[src/verilog/l2cb_regs.svh]
// Constants of the level-2 cache bridge configuration block.
// Assumes inclusion by bare name from the package file; the design module only uses its macros.
`ifndef L2CB_REGS_SVH
`define L2CB_REGS_SVH

// ****************************************
// Geometry
// ****************************************
`define L2CB_WAYS 4
`define L2CB_WAY_BYTES 65536
`define L2CB_LINE_BYTES 32
`define L2CB_HALF_BYTES 16
`define L2CB_ATTR_ENTRIES 16
`define L2CB_ATTR_BITS 14

// ****************************************
// Address windows
// ****************************************
`define L2CB_CACHABLE_LAST 32'h7FFF_FFFF
`define L2CB_CFG_BASE 32'hF000_0000
`define L2CB_CFG_LAST 32'hF0FF_FFFF
`define L2CB_IO_BASE 32'hFFE0_0000
`define L2CB_IO_LAST 32'hFFEF_FFFF

// ****************************************
// Tag entry field positions
// ****************************************
`define L2CB_TAG_MSB 31
`define L2CB_TAG_LSB 16
`define L2CB_HALF_SEL_BIT 4

// ****************************************
// Reset values
// ****************************************
`define L2CB_ERR_TYPE_NONE 2'h0
`endif

[src/verilog/l2cb_pkg.sv]
// Types of the level-2 cache bridge configuration block.
// Assumes the constants header is on the include path.
`include "l2cb_regs.svh"
package l2cb_pkg;
    // ****************************************
    // Enumerations
    // ****************************************
    typedef enum logic [1:0] {
        L2CB_REPL_LRU, L2CB_REPL_RANDOM, L2CB_REPL_IDX_FIXED, L2CB_REPL_IDX_MOD
    } l2cb_repl_t;
    typedef enum logic [1:0] {
        L2CB_WIN_NONE, L2CB_WIN_MEM, L2CB_WIN_CFG, L2CB_WIN_IO
    } l2cb_win_t;
    typedef enum logic [1:0] {
        L2CB_ERR_CORR, L2CB_ERR_UNCORR, L2CB_ERR_WPROT, L2CB_ERR_BACKEND
    } l2cb_err_t;

    // ****************************************
    // Structures
    // ****************************************
    typedef struct packed {
        logic enable;
        l2cb_repl_t policy;
        logic write_through;
        logic hprot_en;
        logic read_hit_bypass;
        logic [1:0] replace_target;
        logic err_resp_en;
    } l2cb_ctrl_t;

    // Access field: 00 uncached, 01 write-through, else no effect
    // Protect field: bit 0 write-protect, bit 1 entry enabled
    typedef struct packed {
        logic [13:0] addr;
        logic [13:0] mask;
        logic [1:0] access;
        logic [1:0] protect;
    } l2cb_attr_t;

    typedef struct packed {
        l2cb_win_t win;
        logic cachable;
        logic bufferable;
        logic write_through;
        logic from_cache;
        logic to_memory;
        logic allocate;
        logic wprot_block;
        logic err_resp;
    } l2cb_dec_t;

    typedef struct packed {
        logic valid;
        l2cb_err_t kind;
        logic [31:0] addr;
    } l2cb_errstat_t;
endpackage : l2cb_pkg

[src/verilog/l2cb_config.sv]
// Configuration, access classification, victim choice and error status
// of the level-2 cache bridge. Assumes the storage and bus engines
// around it present one access per cycle from the same clock domain.
`timescale 1ns/1ns

// Summary of operation
// RULE1: Cache enable is low after reset until software sets it.
// RULE2: Four ways of 64 KiB each, 32-byte lines.
// RULE3: Victim policy LRU, pseudo-random or requester index; LRU after reset.
// RULE4: Requester n below way count evicts the nth way.
// RULE5: Out-of-range requesters may evict the fixed replace-target way.
// RULE6: Or out-of-range requesters evict requester index modulo ways.
// RULE7: Software disables and flushes before switching to write-through.
// RULE8: Attribute entry: 14-bit address, 14-bit mask, two 2-bit controls.
// RULE9: Entry hits on masked top 14 address bits; else control register rules.
// RULE10: Sixteen attribute entries checked against every access.
// RULE11: Software disables and flushes before changing attribute entries.
// RULE12: Write protection applies even with the cache disabled.
// RULE13: Addresses 0x00000000 to 0x7FFFFFFF are cachable by default.
// RULE14: HPROT only demotes; bit 3 cacheable, bit 2 bufferable.
// RULE15: Non-cachable: hits from cache, misses to memory, write hits per buffering.
// RULE16: Bypass bit sends non-cachable non-bufferable read hits to memory.
// RULE17: Tag entry: tag 31:16, zeros 15:10, valid 9:8, dirty 7:6, LRU 4:0.
// RULE18: Valid and dirty tracked per 16-byte half line.
// RULE19: Decode memory, configuration and backend IO windows.
// RULE20: Record error type and address; uncorrectable overwrites, others wait.
// RULE21: Four pending error bits, interrupt when pending and unmasked.
// RULE22: Uncorrectable read data error answers ERROR; optionally stored-error match.
module l2cb_config
    import l2cb_pkg::*;
#(
    parameter int WAYS = `L2CB_WAYS,
    parameter int ENTRIES = `L2CB_ATTR_ENTRIES
) (
    // Clock, reset, enable
    input wire logic I_CLK,
    input wire logic I_RESET,
    input wire logic I_CE,
    // Control
    input wire logic I_CTRL_WE,
    input wire l2cb_ctrl_t I_CTRL,
    input wire logic I_FLUSH_DISABLE,
    // Attribute entry write port
    input wire logic I_ATTR_WE,
    input wire logic [3:0] I_ATTR_IDX,
    input wire l2cb_attr_t I_ATTR,
    // Access lookup
    input wire logic I_ACC_VALID,
    input wire logic [31:0] I_ACC_ADDR,
    input wire logic [3:0] I_ACC_HPROT,
    input wire logic I_ACC_WRITE,
    input wire logic I_ACC_HIT,
    input wire logic [3:0] I_ACC_MASTER,
    input wire logic [1:0] I_LRU_WAY,
    // Tag entry assembly
    input wire logic [1:0] I_TAG_VALID,
    input wire logic [1:0] I_TAG_DIRTY,
    input wire logic [4:0] I_TAG_LRU,
    // Error events and status control
    input wire logic I_ERR_CORR,
    input wire logic I_ERR_UNCORR_RD,
    input wire logic I_ERR_BACKEND,
    input wire logic [31:0] I_ERR_ADDR,
    input wire logic I_ERR_CLEAR,
    input wire logic [3:0] I_PEND_CLEAR,
    input wire logic [3:0] I_IRQ_MASK,
    // Control and decode results
    output l2cb_ctrl_t O_CTRL,
    output logic O_DEC_VALID,
    output l2cb_dec_t O_DEC,
    output logic [1:0] O_VICTIM,
    output logic O_HALF_SEL,
    output logic [31:0] O_TAG_ENTRY,
    // Error reporting
    output l2cb_errstat_t O_ERR_STATUS,
    output logic [3:0] O_PENDING,
    output logic O_IRQ
);
    // ****************************************
    // Functions
    // ****************************************
    // Window of a front-side address
    function automatic l2cb_win_t win_of(input logic [31:0] a);
        if (a <= `L2CB_CACHABLE_LAST) begin
            win_of = L2CB_WIN_MEM; // see RULE19
        end else if (a >= `L2CB_CFG_BASE && a <= `L2CB_CFG_LAST) begin
            win_of = L2CB_WIN_CFG; // see RULE19
        end else if (a >= `L2CB_IO_BASE && a <= `L2CB_IO_LAST) begin
            win_of = L2CB_WIN_IO; // see RULE19
        end else begin
            win_of = L2CB_WIN_NONE;
        end
    endfunction : win_of

    // Masked compare of the top address bits against one entry
    function automatic logic attr_hit(input l2cb_attr_t e, input logic [13:0] top);
        attr_hit = e.protect[1] && ((top & e.mask) == (e.addr & e.mask)); // see RULE9
    endfunction : attr_hit

    // Tag word with zero and reserved fields forced
    function automatic logic [31:0] tag_pack(input logic [15:0] t, input logic [1:0] v,
                                             input logic [1:0] d, input logic [4:0] l);
        tag_pack = {t, 6'h00, v, d, 1'b0, l}; // see RULE17
    endfunction : tag_pack

    // ****************************************
    // State
    // ****************************************
    l2cb_ctrl_t ctrl, next_ctrl;
    l2cb_attr_t attr [ENTRIES];
    l2cb_attr_t next_attr [ENTRIES];
    logic [7:0] lfsr, next_lfsr;
    logic dec_valid, next_dec_valid;
    l2cb_dec_t dec, next_dec;
    logic [1:0] victim, next_victim;
    logic half_sel, next_half_sel;
    logic [31:0] tag_entry, next_tag_entry;
    l2cb_errstat_t err, next_err;
    logic [3:0] pending, next_pending;
    logic irq, next_irq;

    // ****************************************
    // Control and attribute entries
    // ****************************************
    // Flush-with-disable clears the enable, so software need not race it
    always_comb begin
        next_ctrl = ctrl;
        for (int i = 0; i < ENTRIES; i++) begin
            next_attr[i] = attr[i];
        end
        if (I_CTRL_WE) begin
            next_ctrl = I_CTRL;
        end
        if (I_FLUSH_DISABLE) begin
            next_ctrl.enable = 1'b0;
        end
        // Changes take effect at once; software is expected to flush first
        if (I_ATTR_WE) begin
            next_attr[I_ATTR_IDX] = I_ATTR; // see RULE8, see RULE11
        end
    end

    always_ff @(posedge I_CLK) begin
        if (I_RESET) begin
            ctrl <= '0; // see RULE1, see RULE3
            for (int i = 0; i < ENTRIES; i++) begin
                attr[i] <= '0;
            end
        end else if (I_CE) begin
            ctrl <= next_ctrl;
            for (int i = 0; i < ENTRIES; i++) begin
                attr[i] <= next_attr[i];
            end
        end
    end

    // ****************************************
    // Access classification
    // ****************************************
    // Lowest matching entry wins when several overlap
    always_comb begin
        logic hit_any;
        logic wp;
        logic uncached;
        logic wt;
        logic cach;
        logic buff;
        logic [13:0] top;
        hit_any = 1'b0;
        wp = 1'b0;
        uncached = 1'b0;
        wt = 1'b0;
        cach = 1'b0;
        buff = 1'b0;
        top = I_ACC_ADDR[31:18];
        for (int i = ENTRIES - 1; i >= 0; i--) begin
            if (attr_hit(attr[i], top)) begin // see RULE10
                hit_any = 1'b1;
                wp = attr[i].protect[0];
                uncached = (attr[i].access == 2'h0);
                wt = (attr[i].access == 2'h1);
            end
        end
        next_dec = '0;
        next_dec.win = win_of(I_ACC_ADDR);
        cach = ctrl.enable && (next_dec.win == L2CB_WIN_MEM); // see RULE1, see RULE13
        cach = cach && !(hit_any && uncached); // see RULE9
        cach = cach && !(ctrl.hprot_en && !I_ACC_HPROT[3]); // see RULE14
        buff = ctrl.hprot_en ? I_ACC_HPROT[2] : 1'b1; // see RULE14
        next_dec.cachable = cach;
        next_dec.bufferable = buff;
        next_dec.write_through = ctrl.write_through || (hit_any && wt); // see RULE9
        // Protection is checked ahead of the enable on purpose
        next_dec.wprot_block = I_ACC_WRITE && hit_any && wp; // see RULE12
        if (!ctrl.enable || next_dec.win != L2CB_WIN_MEM) begin
            next_dec.to_memory = 1'b1;
        end else if (!I_ACC_WRITE) begin
            if (I_ACC_HIT) begin
                next_dec.from_cache = !(!cach && !buff && ctrl.read_hit_bypass); // see RULE16
                next_dec.to_memory = !next_dec.from_cache;
            end else begin
                next_dec.allocate = cach; // see RULE15
                next_dec.to_memory = 1'b1;
            end
        end else begin
            if (I_ACC_HIT) begin
                next_dec.from_cache = 1'b1;
                next_dec.to_memory = cach ? next_dec.write_through : !buff; // see RULE15
            end else begin
                next_dec.allocate = cach;
                next_dec.to_memory = !cach || next_dec.write_through; // see RULE15
            end
        end
        if (next_dec.wprot_block) begin
            next_dec.from_cache = 1'b0;
            next_dec.to_memory = 1'b0;
            next_dec.allocate = 1'b0;
        end
        // A read faulting uncorrectably, or touching the stored error address
        next_dec.err_resp = (!I_ACC_WRITE && I_ERR_UNCORR_RD) // see RULE22
            || (ctrl.err_resp_en && err.valid && err.addr == I_ACC_ADDR); // see RULE22
        next_dec_valid = I_ACC_VALID;
        next_half_sel = I_ACC_ADDR[`L2CB_HALF_SEL_BIT]; // see RULE18
        next_tag_entry = tag_pack(I_ACC_ADDR[`L2CB_TAG_MSB:`L2CB_TAG_LSB],
                                  I_TAG_VALID, I_TAG_DIRTY, I_TAG_LRU); // see RULE2
    end

    // ****************************************
    // Victim way selection
    // ****************************************
    // Random source is an 8-bit LFSR stepped each enabled cycle
    always_comb begin
        next_lfsr = {lfsr[6:0], lfsr[7] ^ lfsr[5] ^ lfsr[4] ^ lfsr[3]};
        unique case (ctrl.policy)
            L2CB_REPL_LRU: begin
                next_victim = I_LRU_WAY; // see RULE3
            end
            L2CB_REPL_RANDOM: begin
                next_victim = lfsr[1:0]; // see RULE3
            end
            L2CB_REPL_IDX_FIXED: begin
                if (int'(I_ACC_MASTER) < WAYS) begin
                    next_victim = I_ACC_MASTER[1:0]; // see RULE4
                end else begin
                    next_victim = ctrl.replace_target; // see RULE5
                end
            end
            L2CB_REPL_IDX_MOD: begin
                next_victim = I_ACC_MASTER[1:0]; // see RULE4, see RULE6
            end
        endcase
    end

    always_ff @(posedge I_CLK) begin
        if (I_RESET) begin
            lfsr <= 8'h01;
            victim <= 2'h0;
            dec_valid <= 1'b0;
            dec <= '0;
            half_sel <= 1'b0;
            tag_entry <= 32'h0000_0000;
        end else if (I_CE) begin
            lfsr <= next_lfsr;
            victim <= next_victim;
            dec_valid <= next_dec_valid;
            dec <= next_dec;
            half_sel <= next_half_sel;
            tag_entry <= next_tag_entry;
        end
    end

    // ****************************************
    // Error status and pending bits
    // ****************************************
    // A new event in the clearing cycle is kept: set beats clear
    always_comb begin
        logic [3:0] ev;
        logic wp_ev;
        wp_ev = dec_valid && dec.wprot_block;
        ev = {I_ERR_BACKEND, wp_ev, I_ERR_UNCORR_RD, I_ERR_CORR};
        next_err = err;
        if (I_ERR_CLEAR) begin
            next_err.valid = 1'b0;
        end
        if (I_ERR_UNCORR_RD) begin
            next_err = '{1'b1, L2CB_ERR_UNCORR, I_ERR_ADDR}; // see RULE20
        end else if (!err.valid || I_ERR_CLEAR) begin
            if (wp_ev) begin
                next_err = '{1'b1, L2CB_ERR_WPROT, I_ERR_ADDR}; // see RULE20
            end else if (I_ERR_BACKEND) begin
                next_err = '{1'b1, L2CB_ERR_BACKEND, I_ERR_ADDR}; // see RULE20
            end else if (I_ERR_CORR) begin
                next_err = '{1'b1, L2CB_ERR_CORR, I_ERR_ADDR}; // see RULE20
            end
        end
        next_pending = (pending & ~I_PEND_CLEAR) | ev; // see RULE21
        next_irq = |(next_pending & ~I_IRQ_MASK); // see RULE21
    end

    always_ff @(posedge I_CLK) begin
        if (I_RESET) begin
            err <= '0;
            pending <= 4'h0;
            irq <= 1'b0;
        end else if (I_CE) begin
            err <= next_err;
            pending <= next_pending;
            irq <= next_irq;
        end
    end

    // ****************************************
    // Outputs
    // ****************************************
    assign O_CTRL = ctrl;
    assign O_DEC_VALID = dec_valid;
    assign O_DEC = dec;
    assign O_VICTIM = victim;
    assign O_HALF_SEL = half_sel;
    assign O_TAG_ENTRY = tag_entry;
    assign O_ERR_STATUS = err;
    assign O_PENDING = pending;
    assign O_IRQ = irq;
endmodule : l2cb_config

[config.mk]
export PLATFORM = sky130hd
export DESIGN_NAME = l2cb_config
export DESIGN_NICKNAME = d
export VERILOG_FILES = /design/src/verilog/l2cb_pkg.sv /design/src/verilog/l2cb_config.sv
export VERILOG_INCLUDE_DIRS = /design/src /design/src/verilog
export SDC_FILE = /design/constraint.sdc
export NUM_CORES = 2
export LEC_CHECK = 0
export ABC_AREA = 1
export BUFFER_PORTS_ARGS = -buffer_cell sky130_fd_sc_hd__buf_4
export CAP_MARGIN = 20
export CORE_ASPECT_RATIO = 1.25
export CORE_UTILIZATION = 54
export CTS_CLUSTER_DIAMETER = 30
export DETAILED_ROUTE_END_ITERATION = 8
export PLACE_DENSITY_LB_ADDON = 0.2
export SYNTH_ARGS = -nofsm -noshare
export SYNTH_HDL_FRONTEND = slang
export SYNTH_SLANG_ARGS = --single-unit
[constraint.sdc]
create_clock -name I_CLK -period 10.36 [get_ports I_CLK]
set_input_delay 0 -clock I_CLK [delete_from_list [all_inputs] [get_ports I_CLK]]
set_output_delay 0 -clock I_CLK [all_outputs]
set_load 0.05 [all_outputs]
==> metrics.md <==
| Metric | Value |
|---|---|
| Commonest cells post-synth | `740 x o21ai_0, 552 x nor2_1, 512 x edfxtp_1, 493 x a21oi_1, 269 x nand2_1` |
| Routed length per placed instance | `22.7 um` |
| Post-DRT Antenna Nets | `0` |
| Int Pwr | `5.64 mW` |
| CP startpoint kind | `primary input` |
| Post-Syn Area per Cell | `8.79 um2` |
| GRT overflow | `0` |
| Nets | `3941` |
| Seq/Total Area, Yosys | `56.0%` |
| Die ar. | `58200 um2` |
| Min Tclk post-route | `4430 ps` |
| Gpl congestion | `0.955` |
| Initial antenna violation count | `3` |
| Leakage | `15.4 nW` |
| CTS sink count | `608` |
| P_sw | `2.02 mW` |
| Setup tns final | `0 ps` |
| Pwr per Cell Area | `200 nW/um2` |
| CTS root buf | `clkbuf_16` |
| DRT Wirelength | `105 mm` |
| Yosys top cell area share | `49.8%` |
| Worst-margin pin slew | `1110 ps` |
| Combinational Power Share | `11.4%` |
| Die height | `269 um` |
| First-pass iteration count of the detailed router | `8` |
| Worst skew pair latency | `670 ps` |
| Final setup fails | `0` |
| Yosys top cell by area | `edfxtp_1` |
| Total power | `7.65 mW` |
| Distinct cells, synth | `59` |
| Vias in the first global route | `26800` |
| Initial Utilization | `54.9%` |
| Std-Cell Rows | `97` |
| CP required | `10980 ps` |
| Global-route wire length before repair | `157 mm` |
| Post-synth EDFFs | `512` |
| Utilization after layout | `67.9%` |
| Ys async rst share | `0%` |
| CTS resizes | `0` |
| Fmax | `0.226 GHz` |
| Sw Share | `26.3%` |
| Skew final | `29.4 ps` |
| Die width | `216 um` |
| I/O pin cnt | `244` |
| H-tree levels | `3` |
| Vias | `28300` |
| Core box area | `56300 um2` |
| Total CTS buffers | `117` |
| Most common cell in the netlist | `o21ai_0` |
| Final worst-path cycle share | `42.7%` |
| WP data arrival | `5040 ps` |
| Peak supply drop | `145 uV` |
| CP Capture Type | `register` |
| Synthesized flop and latch total | `608` |
| Post-Synthesis Cells | `3515` |
| Relative slew slack | `25.7%` |
| I/O Buffers | `234` |
| Outcome | `finished clean` |
| Layout cell share with drive strength beyond 1 | `13.7%` |
| Crit Path Max Fanout | `34` |
| Slew Limit Fails | `0` |
| Synthesis Warnings | `0` |
| Area growth from synthesis to layout | `23.7%` |
| Fill count | `4378` |
| Max Cap Viol | `0` |
| Deepest clock path buffer count | `3` |
| Clock power frac | `49.6%` |
| Mapped cell area | `30900 um2` |
| Drt via density | `6.11` |
| Reg clk slew, reported paths | `50 ps` |
| Worst Hold Class | `in -> reg` |
| Synth top area cells | `edfxtp_1 50%, o21ai_0 12%, a21oi_1 8.0%` |
| Reg power frac | `39.0%` |
| Detailed router's first-iteration violation count | `3788` |
| CTS tree | `built` |
| Setup CP Type | `in -> reg` |
| Final Hold Fails | `0` |
| Top FF cell, synth | `edfxtp_1` |
| Largest net degree at the start of global routing | `140` |
| Gr usage total | `35.5%` |
| Hpwl dp | `59.1 mm` |
| Unrepaired setup endpoints after global routing | `no` |
| Remaining DRCs | `0` |
flip-flops by register name (all words and copies together), names as in the netlist:
register	flops
O_HALF_SEL	1
O_DEC	10
O_ERR_STATUS	35
O_IRQ	1
O_DEC_VALID	1
O_PENDING	4
O_CTRL	9
O_VICTIM	2
lfsr	8
O_TAG_ENTRY	25
attr	512
metal layers:
metal / vias up / GRT usage, % / routed length, um
li1: 12900 / - / -
met1: 13400 / 46.8 / 38900
met2: 1724 / 55.2 / 48400
met3: 331 / 6.38 / 11700
met4: 0 / 20.0 / 5970
met5: - / 0 / 0
power by group through the flow:
stage	logic, mW	registers [mW]	clock network, mW
2_1_floorplan	0.431	3.11	0
3_3_place_gp	0.778	3.01	0
3_5_place_dp	0.798	3.02	0
4_1_cts	0.849	2.98	3.81
5_1_grt	0.931	3.00	3.93
6_report	0.872	2.98	3.80
kinds of logic after synthesis:
kind of cell / share of synthesized area (%)
compound gates: 22.3
xor+xnor: 0.510
buf+inv: 6.97
flops: 56.0
other cells: 0.0121
simple gates: 14.3
what timing repair did:
item                                    CTS  global route
hold endpoints to repair                460             0
endpoints found under the setup margin    0             0
hold buffers                            139             0
setup buffers                             0             0
worst paths after layout:
path                                               startpoint                       endpoint  slack, ps  cells after the start
worst max register to register     attr[1][186]$_SDFFCE_PP0P_          O_DEC[2]$_SDFFE_PP0P_       5980                     23
worst min register to register  O_ERR_STATUS[32]$_SDFFE_PP0P_  O_ERR_STATUS[32]$_SDFFE_PP0P_        460                      2
worst min-delay path                                I_ATTR[1]       attr[0][1]$_SDFFCE_PN0P_         50                      3
worst max-delay path                           I_ACC_ADDR[26]          O_DEC[2]$_SDFFE_PP0P_       5930                     28
cells in the final DEF, fill, tap and decap left out, types with 14 or more instances in the layout:
cell / n
clkbuf_16: 117
nand2_1: 266
o21ai_0: 740
o21ai_1: 14
bufinv_16: 17
a21oi_1: 493
nor2_1: 535
nor2_2: 21
clkbuf_1: 14
nor4_1: 18
clkinv_1: 16
nand3_1: 118
clkinv_2: 31
inv_1: 248
dlygate4sd3_1: 139
buf_4: 273
a21boi_0: 21
nand4_1: 22
dfxtp_1: 96
edfxtp_1: 512
per-stage QoR:
step / std cells / setup slack [ps] / area (um2) / hold slack (ps)
6_report: 4634 / 5930 / 38200 / 47.0
5_1_grt: 4634 / 5710 / 38200 / 44.4
4_1_cts: 4630 / 6110 / 38200 / 3.69
3_5_place_dp: 4273 / 6650 / 32800 / 232
3_3_place_gp: 4272 / 6800 / 32800 / 223
2_1_floorplan: 3521 / 2250 / 30900 / 135
critical path: stages:
cell and delay (ps):
dlygate4sd3_1 530, buf_4 470, inv_1 220, nand3_1 120, nand2_1 60, nor2_1 90
nand2_1 80, nor2_2 220, nand2_1 160, nand3_1 120, nand3_1 80, o211ai_1 100
nand3_1 100, o21ai_0 90, a21oi_1 110, nor2_1 170, o21ai_0 140, nand2_1 100
nand2_1 70, nand2_1 60, nand2_1 80, nand2_1 60, nand2_1 80, a21oi_2 300
nand3_1 120, dlygate4sd3_1 580, a21oi_1 150, dlygate4sd3_1 560
cell type report:
type | instances | area [um2] | share of cell area (%)
clock buffers | 133 | 3010 | 7.87
repair buffers | 416 | 3530 | 9.24
diodes | 1 | 2.50 | 0.00655
multi-input cells | 2390 | 11500 | 30.2
inverters | 259 | 977 | 2.56
clock inverters | 85 | 950 | 2.48
flip-flops and latches | 608 | 17300 | 45.2
well taps | 742 | 928 | 2.43
(Power assumes the default switching activity.)
